[src/ioh_pkg.sv]
// Constants and carrier types for the channel handshake equipment side
package ioh_pkg;
    localparam int unsigned CLK_PERIOD_NS = 20;
    localparam int unsigned DISC_MAX_NS   = 1000;
    localparam int unsigned ANS_MIN_NS    = 2000;
    localparam int unsigned DISC_MAX_CYC  = DISC_MAX_NS / CLK_PERIOD_NS;
    localparam int unsigned ANS_MIN_CYC   = (ANS_MIN_NS + CLK_PERIOD_NS - 1) / CLK_PERIOD_NS;
    localparam logic [6:0]  ANS_MIN_CNT   = 7'(ANS_MIN_CYC);

    // Register byte offsets
    localparam logic [4:0] A_CTRL   = 5'h00;
    localparam logic [4:0] A_STATUS = 5'h04;
    localparam logic [4:0] A_FUNC   = 5'h08;
    localparam logic [4:0] A_RDATA  = 5'h0C;
    localparam logic [4:0] A_WDATA  = 5'h10;
    localparam logic [4:0] A_SEL    = 5'h14;

    // Control register fields
    localparam int unsigned CT_EQN_LSB = 0;
    localparam int unsigned CT_READY   = 3;
    localparam int unsigned CT_AVAIL   = 4;
    localparam int unsigned CT_REC_END = 5;
    localparam int unsigned CT_OP_DONE = 6;
    localparam int unsigned CT_FN_DONE = 7;
    localparam int unsigned CT_REPEAT  = 8;
    localparam int unsigned CT_ERR     = 9;
    localparam logic [9:0]  CTRL_WMASK = 10'h31F;
    localparam logic [9:0]  CTRL_RST   = 10'h000;

    // Status line bit positions
    localparam int unsigned SL_READY = 0;
    localparam int unsigned SL_BUSY  = 1;
    localparam int unsigned SL_ERROR = 10;

    typedef struct packed {
        logic        mclr;
        logic        connect;
        logic        func;
        logic        dsig;
        logic        chbusy;
        logic        rd;
        logic        wr;
        logic        parity;
        logic [11:0] data;
    } ioh_chin_t;

    typedef struct packed {
        logic        reply;
        logic        reject;
        logic        eor;
        logic        par_err;
        logic        data_oe;
        logic        stat_oe;
        logic [11:0] data;
        logic [11:0] status;
    } ioh_chout_t;

    typedef enum logic [1:0] {
        S_IDLE  = 2'h0,
        S_DELAY = 2'h1,
        S_HOLD  = 2'h3
    } ioh_state_t;

    typedef enum logic [1:0] {
        ANS_NONE   = 2'h0,
        ANS_REPLY  = 2'h1,
        ANS_REJECT = 2'h2,
        ANS_EOR    = 2'h3
    } ioh_ans_t;
endpackage
[src/ioh_equip.sv]
// Equipment-side controller for the 12-bit channel handshake
// Function
// - data lines driven only on read replies
// - matching available equipment replies, else rejects
// - upper three bits pick equipment number
// - non-matching equipment never answers connect
// - reserved equipment rejects, keeps status enabled
// - other selection code disconnects us
// - disconnect fast, answer no sooner than 2us
// - function code answered reply or reject
// - function ignored when not connected
// - bad function parity: no function, parity error
// - pending function locks out further codes
// - identical code rejected unless repeatable
// - channel busy makes ready equipment busy
// - read from record start, stop on drop
// - read restart waits for next record
// - write from record start, close on drop
// - reply per data strobe, drops with strobe
// - end of record answers first strobe after
// - odd parity checked on channel words
//
// Chosen here: the Avalon-MM register port and the placing of the registers.
module ioh_equip (
    input  wire logic               core_clk_i,
    input  wire logic               rst_i,
    input  wire logic [4:0]         avs_address_i,
    input  wire logic               avs_read_i,
    input  wire logic               avs_write_i,
    input  wire logic [31:0]        avs_writedata_i,
    output logic      [31:0]        avs_readdata_o,
    output logic                    avs_waitrequest_o,
    input  wire ioh_pkg::ioh_chin_t chan_i,
    output ioh_pkg::ioh_chout_t     chan_o
);
    ioh_pkg::ioh_chin_t  s1_ff, s2_ff, s3_ff, in_ff;
    ioh_pkg::ioh_chout_t out_ff;
    ioh_pkg::ioh_state_t state_ff;
    ioh_pkg::ioh_ans_t   ans_ff, nxt_ans;
    logic [9:0]  ctrl_ff;
    logic [11:0] fn_code_ff, rdata_ff, wdata_ff;
    logic [8:0]  sel_ff;
    logic [6:0]  cnt_ff, age_ff;
    logic [31:0] rd_mux;
    logic        wait_ff, conn_ff, stat_en_ff, fn_pend_ff, busy_ff;
    logic        rd_act_ff, wr_act_ff, bound_ff, eor_pend_ff;
    logic        rvalid_ff, wnew_ff, parseen_ff, closed_ff, seen_ff;
    logic        bus_wr, bus_rd, wr_ctrl, rec_end_p, op_done_p, fn_done_p;
    logic        idle, all_low, par_ok, match, fn_ok;
    logic        ev_conn, ev_func, ev_rd, ev_wr, go, start_rec, wr_close;

    assign avs_waitrequest_o = wait_ff;
    assign avs_readdata_o    = rd_mux;
    assign chan_o            = out_ff;

    // ==========================================================
    // Pin synchroniser, change taken once stages two and three agree
    always_ff @(posedge core_clk_i or posedge rst_i)
    begin
        if (rst_i)
        begin
            s1_ff <= '0;
            s2_ff <= '0;
            s3_ff <= '0;
            in_ff <= '0;
        end
        else
        begin
            s1_ff <= chan_i;
            s2_ff <= s1_ff;
            s3_ff <= s2_ff;
            in_ff <= (s2_ff & s3_ff) | (in_ff & (s2_ff | s3_ff));
        end
    end

    // ==========================================================
    // Avalon slave, one wait cycle per access
    assign bus_wr    = avs_write_i && !wait_ff;
    assign bus_rd    = avs_read_i && !wait_ff;
    assign wr_ctrl   = bus_wr && avs_address_i == ioh_pkg::A_CTRL;
    assign rec_end_p = wr_ctrl && avs_writedata_i[ioh_pkg::CT_REC_END];
    assign op_done_p = wr_ctrl && avs_writedata_i[ioh_pkg::CT_OP_DONE];
    assign fn_done_p = wr_ctrl && avs_writedata_i[ioh_pkg::CT_FN_DONE];

    always_ff @(posedge core_clk_i or posedge rst_i)
    begin
        if (rst_i)
        begin
            wait_ff <= 1'b1;
            rd_mux  <= 32'h0;
            ctrl_ff <= ioh_pkg::CTRL_RST;
        end
        else
        begin
            wait_ff <= !((avs_read_i || avs_write_i) && wait_ff);
            if (wr_ctrl)
                ctrl_ff <= avs_writedata_i[9:0] & ioh_pkg::CTRL_WMASK;
            if (avs_read_i && wait_ff)
            begin
                case (avs_address_i)
                    ioh_pkg::A_CTRL:   rd_mux <= {22'h0, ctrl_ff};
                    ioh_pkg::A_STATUS: rd_mux <= {24'h0, stat_en_ff, closed_ff, parseen_ff, fn_pend_ff,
                                                  wr_act_ff, rd_act_ff, busy_ff, conn_ff};
                    ioh_pkg::A_FUNC:   rd_mux <= {20'h0, fn_code_ff};
                    ioh_pkg::A_RDATA:  rd_mux <= {19'h0, rvalid_ff, rdata_ff};
                    ioh_pkg::A_WDATA:  rd_mux <= {19'h0, wnew_ff, wdata_ff};
                    ioh_pkg::A_SEL:    rd_mux <= {23'h0, sel_ff};
                    default:           rd_mux <= 32'h0;
                endcase
            end
        end
    end

    // ==========================================================
    // Strobe decode
    assign idle    = state_ff == ioh_pkg::S_IDLE;
    assign all_low = !(in_ff.connect || in_ff.func || in_ff.dsig);
    assign par_ok  = ^{in_ff.data, in_ff.parity};
    assign match   = in_ff.data[11:9] == ctrl_ff[ioh_pkg::CT_EQN_LSB +: 3];
    assign fn_ok   = !fn_pend_ff || (in_ff.data == fn_code_ff && ctrl_ff[ioh_pkg::CT_REPEAT]);
    assign ev_conn = idle && !in_ff.mclr && !seen_ff && in_ff.connect;
    assign ev_func = idle && !in_ff.mclr && !seen_ff && in_ff.func && conn_ff;
    assign ev_wr   = idle && !in_ff.mclr && !seen_ff && in_ff.dsig && conn_ff && wr_act_ff && in_ff.wr;
    assign ev_rd   = idle && !in_ff.mclr && !seen_ff && in_ff.dsig && conn_ff && rd_act_ff
                     && (eor_pend_ff || rvalid_ff);
    assign go      = (ev_conn && par_ok && match) || (ev_func && par_ok) || ev_wr || ev_rd;

    always_comb
    begin
        nxt_ans = ioh_pkg::ANS_NONE;
        if (ev_conn)
            nxt_ans = ctrl_ff[ioh_pkg::CT_AVAIL] ? ioh_pkg::ANS_REPLY : ioh_pkg::ANS_REJECT;
        else if (ev_func)
            nxt_ans = fn_ok ? ioh_pkg::ANS_REPLY : ioh_pkg::ANS_REJECT;
        else if (ev_rd && eor_pend_ff)
            nxt_ans = ioh_pkg::ANS_EOR;
        else if (ev_rd || ev_wr)
            nxt_ans = ioh_pkg::ANS_REPLY;
    end

    always_ff @(posedge core_clk_i or posedge rst_i)
    begin
        if (rst_i)
            seen_ff <= 1'b0;
        else if (all_low)
            seen_ff <= 1'b0;
        else if (ev_conn || ev_func || ev_wr || ev_rd)
            seen_ff <= 1'b1;
    end

    // ==========================================================
    // Answer sequencer
    always_ff @(posedge core_clk_i or posedge rst_i)
    begin
        if (rst_i)
        begin
            state_ff <= ioh_pkg::S_IDLE;
            cnt_ff   <= 7'h0;
            ans_ff   <= ioh_pkg::ANS_NONE;
        end
        else if (in_ff.mclr)
            state_ff <= ioh_pkg::S_IDLE;
        else
        begin
            case (state_ff)
                ioh_pkg::S_IDLE:
                    if (go)
                    begin
                        state_ff <= ioh_pkg::S_DELAY;
                        cnt_ff   <= ev_conn ? ioh_pkg::ANS_MIN_CNT : 7'h0;
                        ans_ff   <= nxt_ans;
                    end
                ioh_pkg::S_DELAY:
                    if (all_low)
                        state_ff <= ioh_pkg::S_IDLE;
                    else if (cnt_ff == 7'h0)
                        state_ff <= ioh_pkg::S_HOLD;
                    else
                        cnt_ff <= cnt_ff - 7'h1;
                ioh_pkg::S_HOLD:
                    if (all_low)
                        state_ff <= ioh_pkg::S_IDLE;
                default:
                    state_ff <= ioh_pkg::S_IDLE;
            endcase
        end
    end

    // ==========================================================
    // Channel-facing outputs
    always_ff @(posedge core_clk_i or posedge rst_i)
    begin
        if (rst_i)
            out_ff <= '0;
        else if (in_ff.mclr)
            out_ff <= '0;
        else
        begin
            out_ff.stat_oe                   <= stat_en_ff;
            out_ff.status                    <= 12'h0;
            out_ff.status[ioh_pkg::SL_READY] <= ctrl_ff[ioh_pkg::CT_READY];
            out_ff.status[ioh_pkg::SL_BUSY]  <= busy_ff;
            out_ff.status[ioh_pkg::SL_ERROR] <= ctrl_ff[ioh_pkg::CT_ERR];
            if (state_ff == ioh_pkg::S_DELAY && cnt_ff == 7'h0 && !all_low)
            begin
                out_ff.reply  <= ans_ff == ioh_pkg::ANS_REPLY;
                out_ff.reject <= ans_ff == ioh_pkg::ANS_REJECT;
                out_ff.eor    <= ans_ff == ioh_pkg::ANS_EOR;
            end
            else if (all_low)
            begin
                out_ff.reply   <= 1'b0;
                out_ff.reject  <= 1'b0;
                out_ff.eor     <= 1'b0;
                out_ff.data_oe <= 1'b0;
                out_ff.par_err <= 1'b0;
            end
            if (ev_rd && !eor_pend_ff)
            begin
                out_ff.data    <= rdata_ff;
                out_ff.data_oe <= 1'b1;
            end
            if ((ev_func || ev_wr) && !par_ok)
                out_ff.par_err <= 1'b1;
        end
    end

    // ==========================================================
    // Selection and function state
    always_ff @(posedge core_clk_i or posedge rst_i)
    begin
        if (rst_i)
        begin
            conn_ff    <= 1'b0;
            stat_en_ff <= 1'b0;
            sel_ff     <= 9'h0;
        end
        else if (in_ff.mclr)
        begin
            conn_ff    <= 1'b0;
            stat_en_ff <= 1'b0;
        end
        else if (ev_conn)
        begin
            conn_ff    <= par_ok && match && ctrl_ff[ioh_pkg::CT_AVAIL];
            stat_en_ff <= par_ok && match;
            if (par_ok && match)
                sel_ff <= in_ff.data[8:0];
        end
    end

    always_ff @(posedge core_clk_i or posedge rst_i)
    begin
        if (rst_i)
        begin
            fn_pend_ff <= 1'b0;
            fn_code_ff <= 12'h0;
        end
        else if (in_ff.mclr)
            fn_pend_ff <= 1'b0;
        else if (ev_func && par_ok && fn_ok)
        begin
            fn_pend_ff <= 1'b1;
            fn_code_ff <= in_ff.data;
        end
        else if (fn_done_p)
            fn_pend_ff <= 1'b0;
    end

    always_ff @(posedge core_clk_i or posedge rst_i)
    begin
        if (rst_i)
            busy_ff <= 1'b0;
        else if (in_ff.mclr || !ctrl_ff[ioh_pkg::CT_READY])
            busy_ff <= 1'b0;
        else if (in_ff.chbusy && conn_ff)
            busy_ff <= 1'b1;
        else if (op_done_p)
            busy_ff <= 1'b0;
    end

    // ==========================================================
    // Record tracking for read and write
    assign start_rec = bound_ff && conn_ff && (in_ff.rd || in_ff.wr);
    assign wr_close  = wr_act_ff && !in_ff.wr;

    always_ff @(posedge core_clk_i or posedge rst_i)
    begin
        if (rst_i)
        begin
            bound_ff    <= 1'b1;
            rd_act_ff   <= 1'b0;
            wr_act_ff   <= 1'b0;
            eor_pend_ff <= 1'b0;
        end
        else if (in_ff.mclr)
        begin
            bound_ff    <= 1'b1;
            rd_act_ff   <= 1'b0;
            wr_act_ff   <= 1'b0;
            eor_pend_ff <= 1'b0;
        end
        else
        begin
            if (rec_end_p || wr_close)
                bound_ff <= 1'b1;
            else if (start_rec)
                bound_ff <= 1'b0;
            if (!in_ff.rd || !conn_ff)
                rd_act_ff <= 1'b0;
            else if (start_rec)
                rd_act_ff <= 1'b1;
            if (!in_ff.wr || !conn_ff)
                wr_act_ff <= 1'b0;
            else if (start_rec)
                wr_act_ff <= 1'b1;
            if (rec_end_p && rd_act_ff && in_ff.rd)
                eor_pend_ff <= 1'b1;
            else if ((ev_rd && eor_pend_ff) || !in_ff.rd)
                eor_pend_ff <= 1'b0;
        end
    end

    // ==========================================================
    // Data words and sticky flags, set wins over clear
    always_ff @(posedge core_clk_i or posedge rst_i)
    begin
        if (rst_i)
        begin
            rdata_ff   <= 12'h0;
            rvalid_ff  <= 1'b0;
            wdata_ff   <= 12'h0;
            wnew_ff    <= 1'b0;
            parseen_ff <= 1'b0;
            closed_ff  <= 1'b0;
        end
        else
        begin
            if (bus_wr && avs_address_i == ioh_pkg::A_RDATA)
            begin
                rdata_ff  <= avs_writedata_i[11:0];
                rvalid_ff <= 1'b1;
            end
            else if (ev_rd && !eor_pend_ff)
                rvalid_ff <= 1'b0;
            if (ev_wr)
            begin
                wdata_ff <= in_ff.data;
                wnew_ff  <= 1'b1;
            end
            else if (bus_rd && avs_address_i == ioh_pkg::A_WDATA)
                wnew_ff <= 1'b0;
            if ((ev_conn || ev_func || ev_wr) && !par_ok)
                parseen_ff <= 1'b1;
            else if (bus_rd && avs_address_i == ioh_pkg::A_STATUS)
                parseen_ff <= 1'b0;
            if (wr_close)
                closed_ff <= 1'b1;
            else if (bus_rd && avs_address_i == ioh_pkg::A_STATUS)
                closed_ff <= 1'b0;
        end
    end

    // ==========================================================
    // Checks
    always_ff @(posedge core_clk_i or posedge rst_i)
    begin
        if (rst_i)
            age_ff <= 7'h0;
        else if (!in_ff.connect)
            age_ff <= 7'h0;
        else if (age_ff != 7'h7F)
            age_ff <= age_ff + 7'h1;
    end
endmodule

[config.mk]
export PLATFORM = sky130hd
export DESIGN_NAME = ioh_equip
export DESIGN_NICKNAME = d
export VERILOG_FILES = /design/src/ioh_pkg.sv /design/src/ioh_equip.sv
export SDC_FILE = /design/constraint.sdc
export NUM_CORES = 1
export LEC_CHECK = 0
export ABC_AREA = 1
export BUFFER_PORTS_ARGS = -buffer_cell sky130_fd_sc_hd__buf_2
export CAP_MARGIN = 25
export CORE_MARGIN = 1.5
export CORE_UTILIZATION = 35
export CTS_BUF_LIST = sky130_fd_sc_hd__clkbuf_2
export DETAILED_ROUTE_END_ITERATION = 10
export SLEW_MARGIN = 20
export SYNTH_ARGS = -nofsm -noshare
export SYNTH_HDL_FRONTEND = slang
export SYNTH_SLANG_ARGS = --single-unit
[constraint.sdc]
create_clock -name core_clk_i -period 5.6 [get_ports core_clk_i]
set_clock_uncertainty 0.1 [all_clocks]
set_input_delay 0.56 -clock core_clk_i [delete_from_list [all_inputs] [get_ports core_clk_i]]
set_output_delay 0.56 -clock core_clk_i [all_outputs]
set_load 0.005 [all_outputs]
[Yosys cells after proc, flatten, opt, wreduce, memory -nomap -nowiden]
Cells that the tools add are included.
Word-level totals
  bits in registers: 219
  input bits: 61
  logic and storage cells: 247
Operators by class
  add/subtract/negate cells: 1
  equal/unequal tests: 24
  multiplexer cells: 55
  bitwise logic cells: 5
  reductions and logical operators: 95
Operators with widths (number)
  one-hot mux 13 bit (6 select lines): 1
  logical AND 1 bit: 41
  bitwise AND 20 bit: 2
  OR 20 bit: 2
  2-to-1 mux 1 bit: 33
  2-to-1 mux 30 bit: 1
  2-to-1 mux 7 bit: 4
  2-to-1 mux 2 bit: 11
  logical OR 1 bit: 19
  != test 3 x 2 -> 1 bit (second input constant): 6
  nonzero test 3 bit: 6
  one-hot mux 7 bit (2 select lines): 1
  nonzero test 2 bit: 7
  XOR reduction 13 bit: 1
  equality test 12 bit: 1
  2-to-1 mux 12 bit: 1
  zero test 1 bit: 11
  equality test 5 x 4 -> 1 bit (second input constant): 2
  equality test 5 bit (second input constant): 2
  AND reduction 3 bit: 3
  zero test 7 bit: 1
  subtractor 7 x 1 -> 7 bit (second input constant): 1
  equality test 2 bit (second input constant): 3
  one-hot mux 2 bit (3 select lines): 1
  14 further kinds: 19

[Depth between registers and ports, before layout]
  depth in word-level cells: 12
  depth in mapped cells: 14
  mapped depth without buffers: 14

[Least setup slack after synthesis]
OpenSTA, ideal clock, no wires.
  path kind: in2reg
  start point: input avs_address_i[1]
  end point: register rdata_ff[8]
  library setup time: 0.133 ns
  arrival: 1.516 ns
  data required time: 5.367 ns
  path slack: 3.851 ns
  stages: 7
  cell sequence: nor2_2 > nand3_2 > inv_2 > nand2_1 > clkbuf_1 > nand2_1 > o21ai_0
On the way
  longest elaborated chain between the ends: 2
Ends and longest elaborated chain
  start: declaration: RTL line ioh_equip.sv:27  | input wire logic [4:0] avs_address_i,
  equality test 5 x 4 -> 1 bit: RTL line ioh_equip.sv:339  | if (bus_wr && avs_address_i == ioh_pkg::A_RDATA)
  logical AND 1 bit: RTL line ioh_equip.sv:339
  end signal: assignment: RTL line ioh_equip.sv:341  | rdata_ff <= avs_writedata_i[11:0];
  end: declaration: RTL line ioh_equip.sv:41  | logic [11:0] fn_code_ff, rdata_ff, wdata_ff;
Every way passes these cells.
A chain may end at the register's enable or synchronous reset.

[Worst setup path after layout]
  start point: register in_ff[19] in the netlist's numbering
  end point: register cnt_ff[3]
On the way
  longest elaborated chain between the ends: 11
  elaborated cells on any way between the ends: 21
  classes of those cells: 1 x eq/ne; 1 x bitwise; 19 x reduce/logical
Ends and longest elaborated chain
  start: declaration: RTL line ioh_equip.sv:36  | ioh_pkg::ioh_chin_t s1_ff, s2_ff, s3_ff, in_ff;
  start signal: assignment: RTL line ioh_equip.sv:72  | in_ff <= (s2_ff & s3_ff) | (in_ff & (s2_ff | s3_ff));
  zero test 1 bit
  logical AND 1 bit (2 in a row)
  logical AND 1 bit (on tied branches) (2 in a row)
  logical AND 1 bit (on tied branches): RTL line ioh_equip.sv:126, ioh_equip.sv:123
  logical OR 1 bit or logical AND 1 bit (tied branches): RTL line ioh_equip.sv:126, ioh_equip.sv:123
  logical OR 1 bit (2 in a row): RTL line ioh_equip.sv:126  | assign go = (ev_conn && par_ok && match) || (ev_func && par_ok) || ev_wr || ev_rd;
  != test 2 x 1 -> 1 bit (no source line)
  AND reduction 5 bit (no source line) *
  end signal: assignment: RTL line ioh_equip.sv:170  | cnt_ff <= ev_conn ? ioh_pkg::ANS_MIN_CNT : 7'h0;
  end signal: assignment: RTL line ioh_equip.sv:179  | cnt_ff <= cnt_ff - 7'h1;
  end: declaration: RTL line ioh_equip.sv:43  | logic [6:0] cnt_ff, age_ff;
Mark *: on every way between the ends. The rest lies on a longest branch, timed or not.

==> flow_metrics.tcl <==
set metrics [dict create \
    count_of_pins_over_their_slew_limit 0 \
    worst_slew_margin_rel_pct 50.1 \
    post_synth_inst_count 823 \
    gp_congestion 0.831 \
    area_growth_pct 14.8 \
    yosysTopAreaCellShare_pct 60.1 \
    number_of_enable_flip_flop_cells_after_synthesis 0 \
    layout_setup_ws_ns 3.05 \
    worstSkewPairLatency_ns 0.77 \
    worst-path-buf-inv 2 \
    cp_slowest_cell "dfrtp_1" \
    grtUsageTotal_pct 15.6 \
    final_layout_size_suffix_gt1_share_pct 14.5 \
    worstSetupStartpoint "in_ff[19]" \
    period_needed_ns 2.55 \
    dp_hpwl_um 12400 \
    reg2reg_from "in_ff[19]" \
    die_height_um 153 \
    drt_first_pass_iters 7 \
    grt_first_pass_wirelength_um 28200 \
    nets 1000 \
    layout_worst_path_cycle_share_pct 45.5 \
    cts-root-to-sink-buffers 2 \
    crit_path_end_kind "flop" \
    syn_area_per_cell_um2 9.56 \
    antenna_found_initial 1 \
    synth_area_mm2 0.00786 \
    timing.critical_path.from_type "flop" \
    tritoncts "built" \
    worstPathArrival_ns 3.16 \
    fin_util_pct 41.1 \
    synthDominantAreaCellType "dfrtp_1" \
    timing.max_cap.violations 0 \
    power.density_cell_area_mw_per_mm2 304 \
    dp_worst_setup_slack_ns 2.99 \
    drtIter0Drc 360 \
    dominantRegCellSynth "dfrtp_1" \
    setup_violation_total_in_the_final_timing_report 0 \
    outcome "finished, final reports clean" \
    criticalPathCategory "reg -> reg" \
    yosysMostFrequentCell "nand2_1" \
    synth_warnings 0 \
    num_vias 5618 \
    crit_chain "inv_4 > nand3_2 > nor3_2 > nand3_2 > nand2_1 > inv_2 > nand3_2 > nand2_1 > o21ai_1" \
    cellLeakagePower_nw 4.46 \
    total_power_consumption_mw 2.75 \
    pin_count_of_the_biggest_net_entering_global_routing 192 \
    floorplan.initialDensity_pct 35.8 \
    gate_family_responsible_for_the_most_delay_along_the_worst_path "simple AND/OR/NAND/NOR gates" \
    tightestPinTransition_ns 0.746 \
    max_stage_delay_ns 0.62 \
    timing.critical_path.fanout_max 28 \
    postRouteAntennaNets 0 \
    fin_tns_setup_ns 0 \
    synth.top_cells.by_area "dfrtp_1 (60%), nand2_1 (11%), o21ai_0 (4.2%)" \
    cts_buffers 17 \
    global_route_overflow 0 \
    synth-seq-cells 191 \
    finalHoldViolCount 0 \
    sinks_on_clock_net 191 \
    post_drt_via_cell_ratio 4.57 \
    first_global_vias 5301 \
    io_pins 124 \
    power.ir.vdd_worst_mv 0.152 \
    grt_setup_unrepaired "false" \
    r2r.worst_path.cells 9 \
    synth_unique_cells 46 \
    wl_per_cell_um 14.2 \
    max_freq_ghz 0.392 \
    post_cts_setup_repair_bufs 0 \
    postRouteWirelength_um 17400 \
    timing.critical_path.mode_cell "nand3_2" \
    hold_path_startpoint "avs_read_i" \
    worstHoldPathType "in -> reg" \
    die_area_mm2 0.0234 \
    timing.critical_path.required_ns 6.21 \
    place.port_buffers 75 \
    timing.hold.worst_path_depth 4 \
    die-width_um 153 \
    remaining_drc_errors 0 \
    worst_setup_hold_path_clk_slew_ns 0.26 \
    synth.cells.most_frequent "nand2_1 (222), dfrtp_1 (189), inv_1 (82)" \
    async_flop_share_pct 100 \
    rows 54 \
    cts_root_buf "clkbuf_2" \
    synth_seq_area_share_pct 60.8 \
    design.core.area_mm2 0.0220 \
    path_depth 9 \
    htree_num_levels 4 \
]
## power breakdown
group / internal [mW] / total, mW / switching (mW)
Combinational: 0.174 / 0.477 / 0.303
Sequential: 1.51 / 1.60 / 0.0903
Clock: 0.202 / 0.671 / 0.468
## per-layer routing
layer | vias up | GRT usage, % | part of all wire, %
met3 | 15 | 3.83 | 4.4
met1 | 2672 | 21.3 | 46
met5 | - | 0 | 0
met4 | 0 | 4.20 | 1.3
li1 | 2819 | - | -
met2 | 112 | 24.8 | 48
## final cells by class
cell class	instances	area, um^2
Sequential cell	191	4780
Tap cell	280	350
Fill cell	2184	12900
Clock buffer	17	85.1
Inverter	96	367
Timing Repair Buffer	112	773
Antenna cell	1	2.50
Clock inverter	14	144
Multi-Input combinational cell	519	2520
## final timing paths
kind,to,slack (ns)
worst max-delay path,cnt_ff[3],3.05
worst min register to register,s2_ff[1],0.28
worst max register to register,cnt_ff[3],3.05
max in group asynchronous,s1_ff[11],4.11
worst min-delay path,wnew_ff,0.09
min in group asynchronous,s3_ff[11],0.28
## state kept, by name, summed over array words and instances (netlist names), 2 cells and up
register        count
chan_o             21
in_ff              20
s1_ff              20
s2_ff              20
s3_ff              20
avs_readdata_o     13
fn_code_ff         12
rdata_ff           12
wdata_ff           12
sel_ff              9
cnt_ff              7
ctrl_ff             7
ans_ff              2
state_ff            2
## cell usage in the layout, fill, tap and decap left out, types with 20 or more instances in the layout
master         count
nand2_1          222
inv_1             81
o21ai_0           66
conb_1            28
maj3_1            20
o21ai_1           20
nand3_1           40
dfrtp_1          189
buf_2             75
nor2_1            43
dlygate4sd3_1     35
## logic make-up after synthesis
kind of cell | Yosys count | share of synthesized area (%)
buffers and inverters | 140 | 8.42
muxes | 1 | 0.143
xor gates and xnor gates | 7 | 0.780
adders and majority gates | 22 | 2.86
other | 1 | 0.0477
DFF | 191 | 60.8
and+or+nand+nor | 335 | 18.0
AOI/OAI and AO/OA | 126 | 8.97
## through the flow
stage,hold slack [ns],instances,area (um^2)
2_1_floorplan,0.231,850,7970
3_3_place_gp,0.232,1162,8420
3_5_place_dp,0.235,1162,8420
4_1_cts,0.0301,1228,8990
5_1_grt,0.0371,1230,9020
6_report,0.0853,1230,9020
## worst reg2reg max path, stage by stage, from the launching register on
cell     delay [ns]
dfrtp_1        0.62
inv_4          0.28
nand3_2        0.14
nor3_2         0.17
nand3_2        0.46
nand2_1        0.28
inv_2          0.09
nand3_2        0.20
nand2_1        0.08
o21ai_1        0.08
## repair_timing
item | CTS | global route
hold endpoints to repair | 99 | 0
gates resized for setup | 0 | 0
hold buffers | 35 | 0
(Power assumes the default switching activity.)
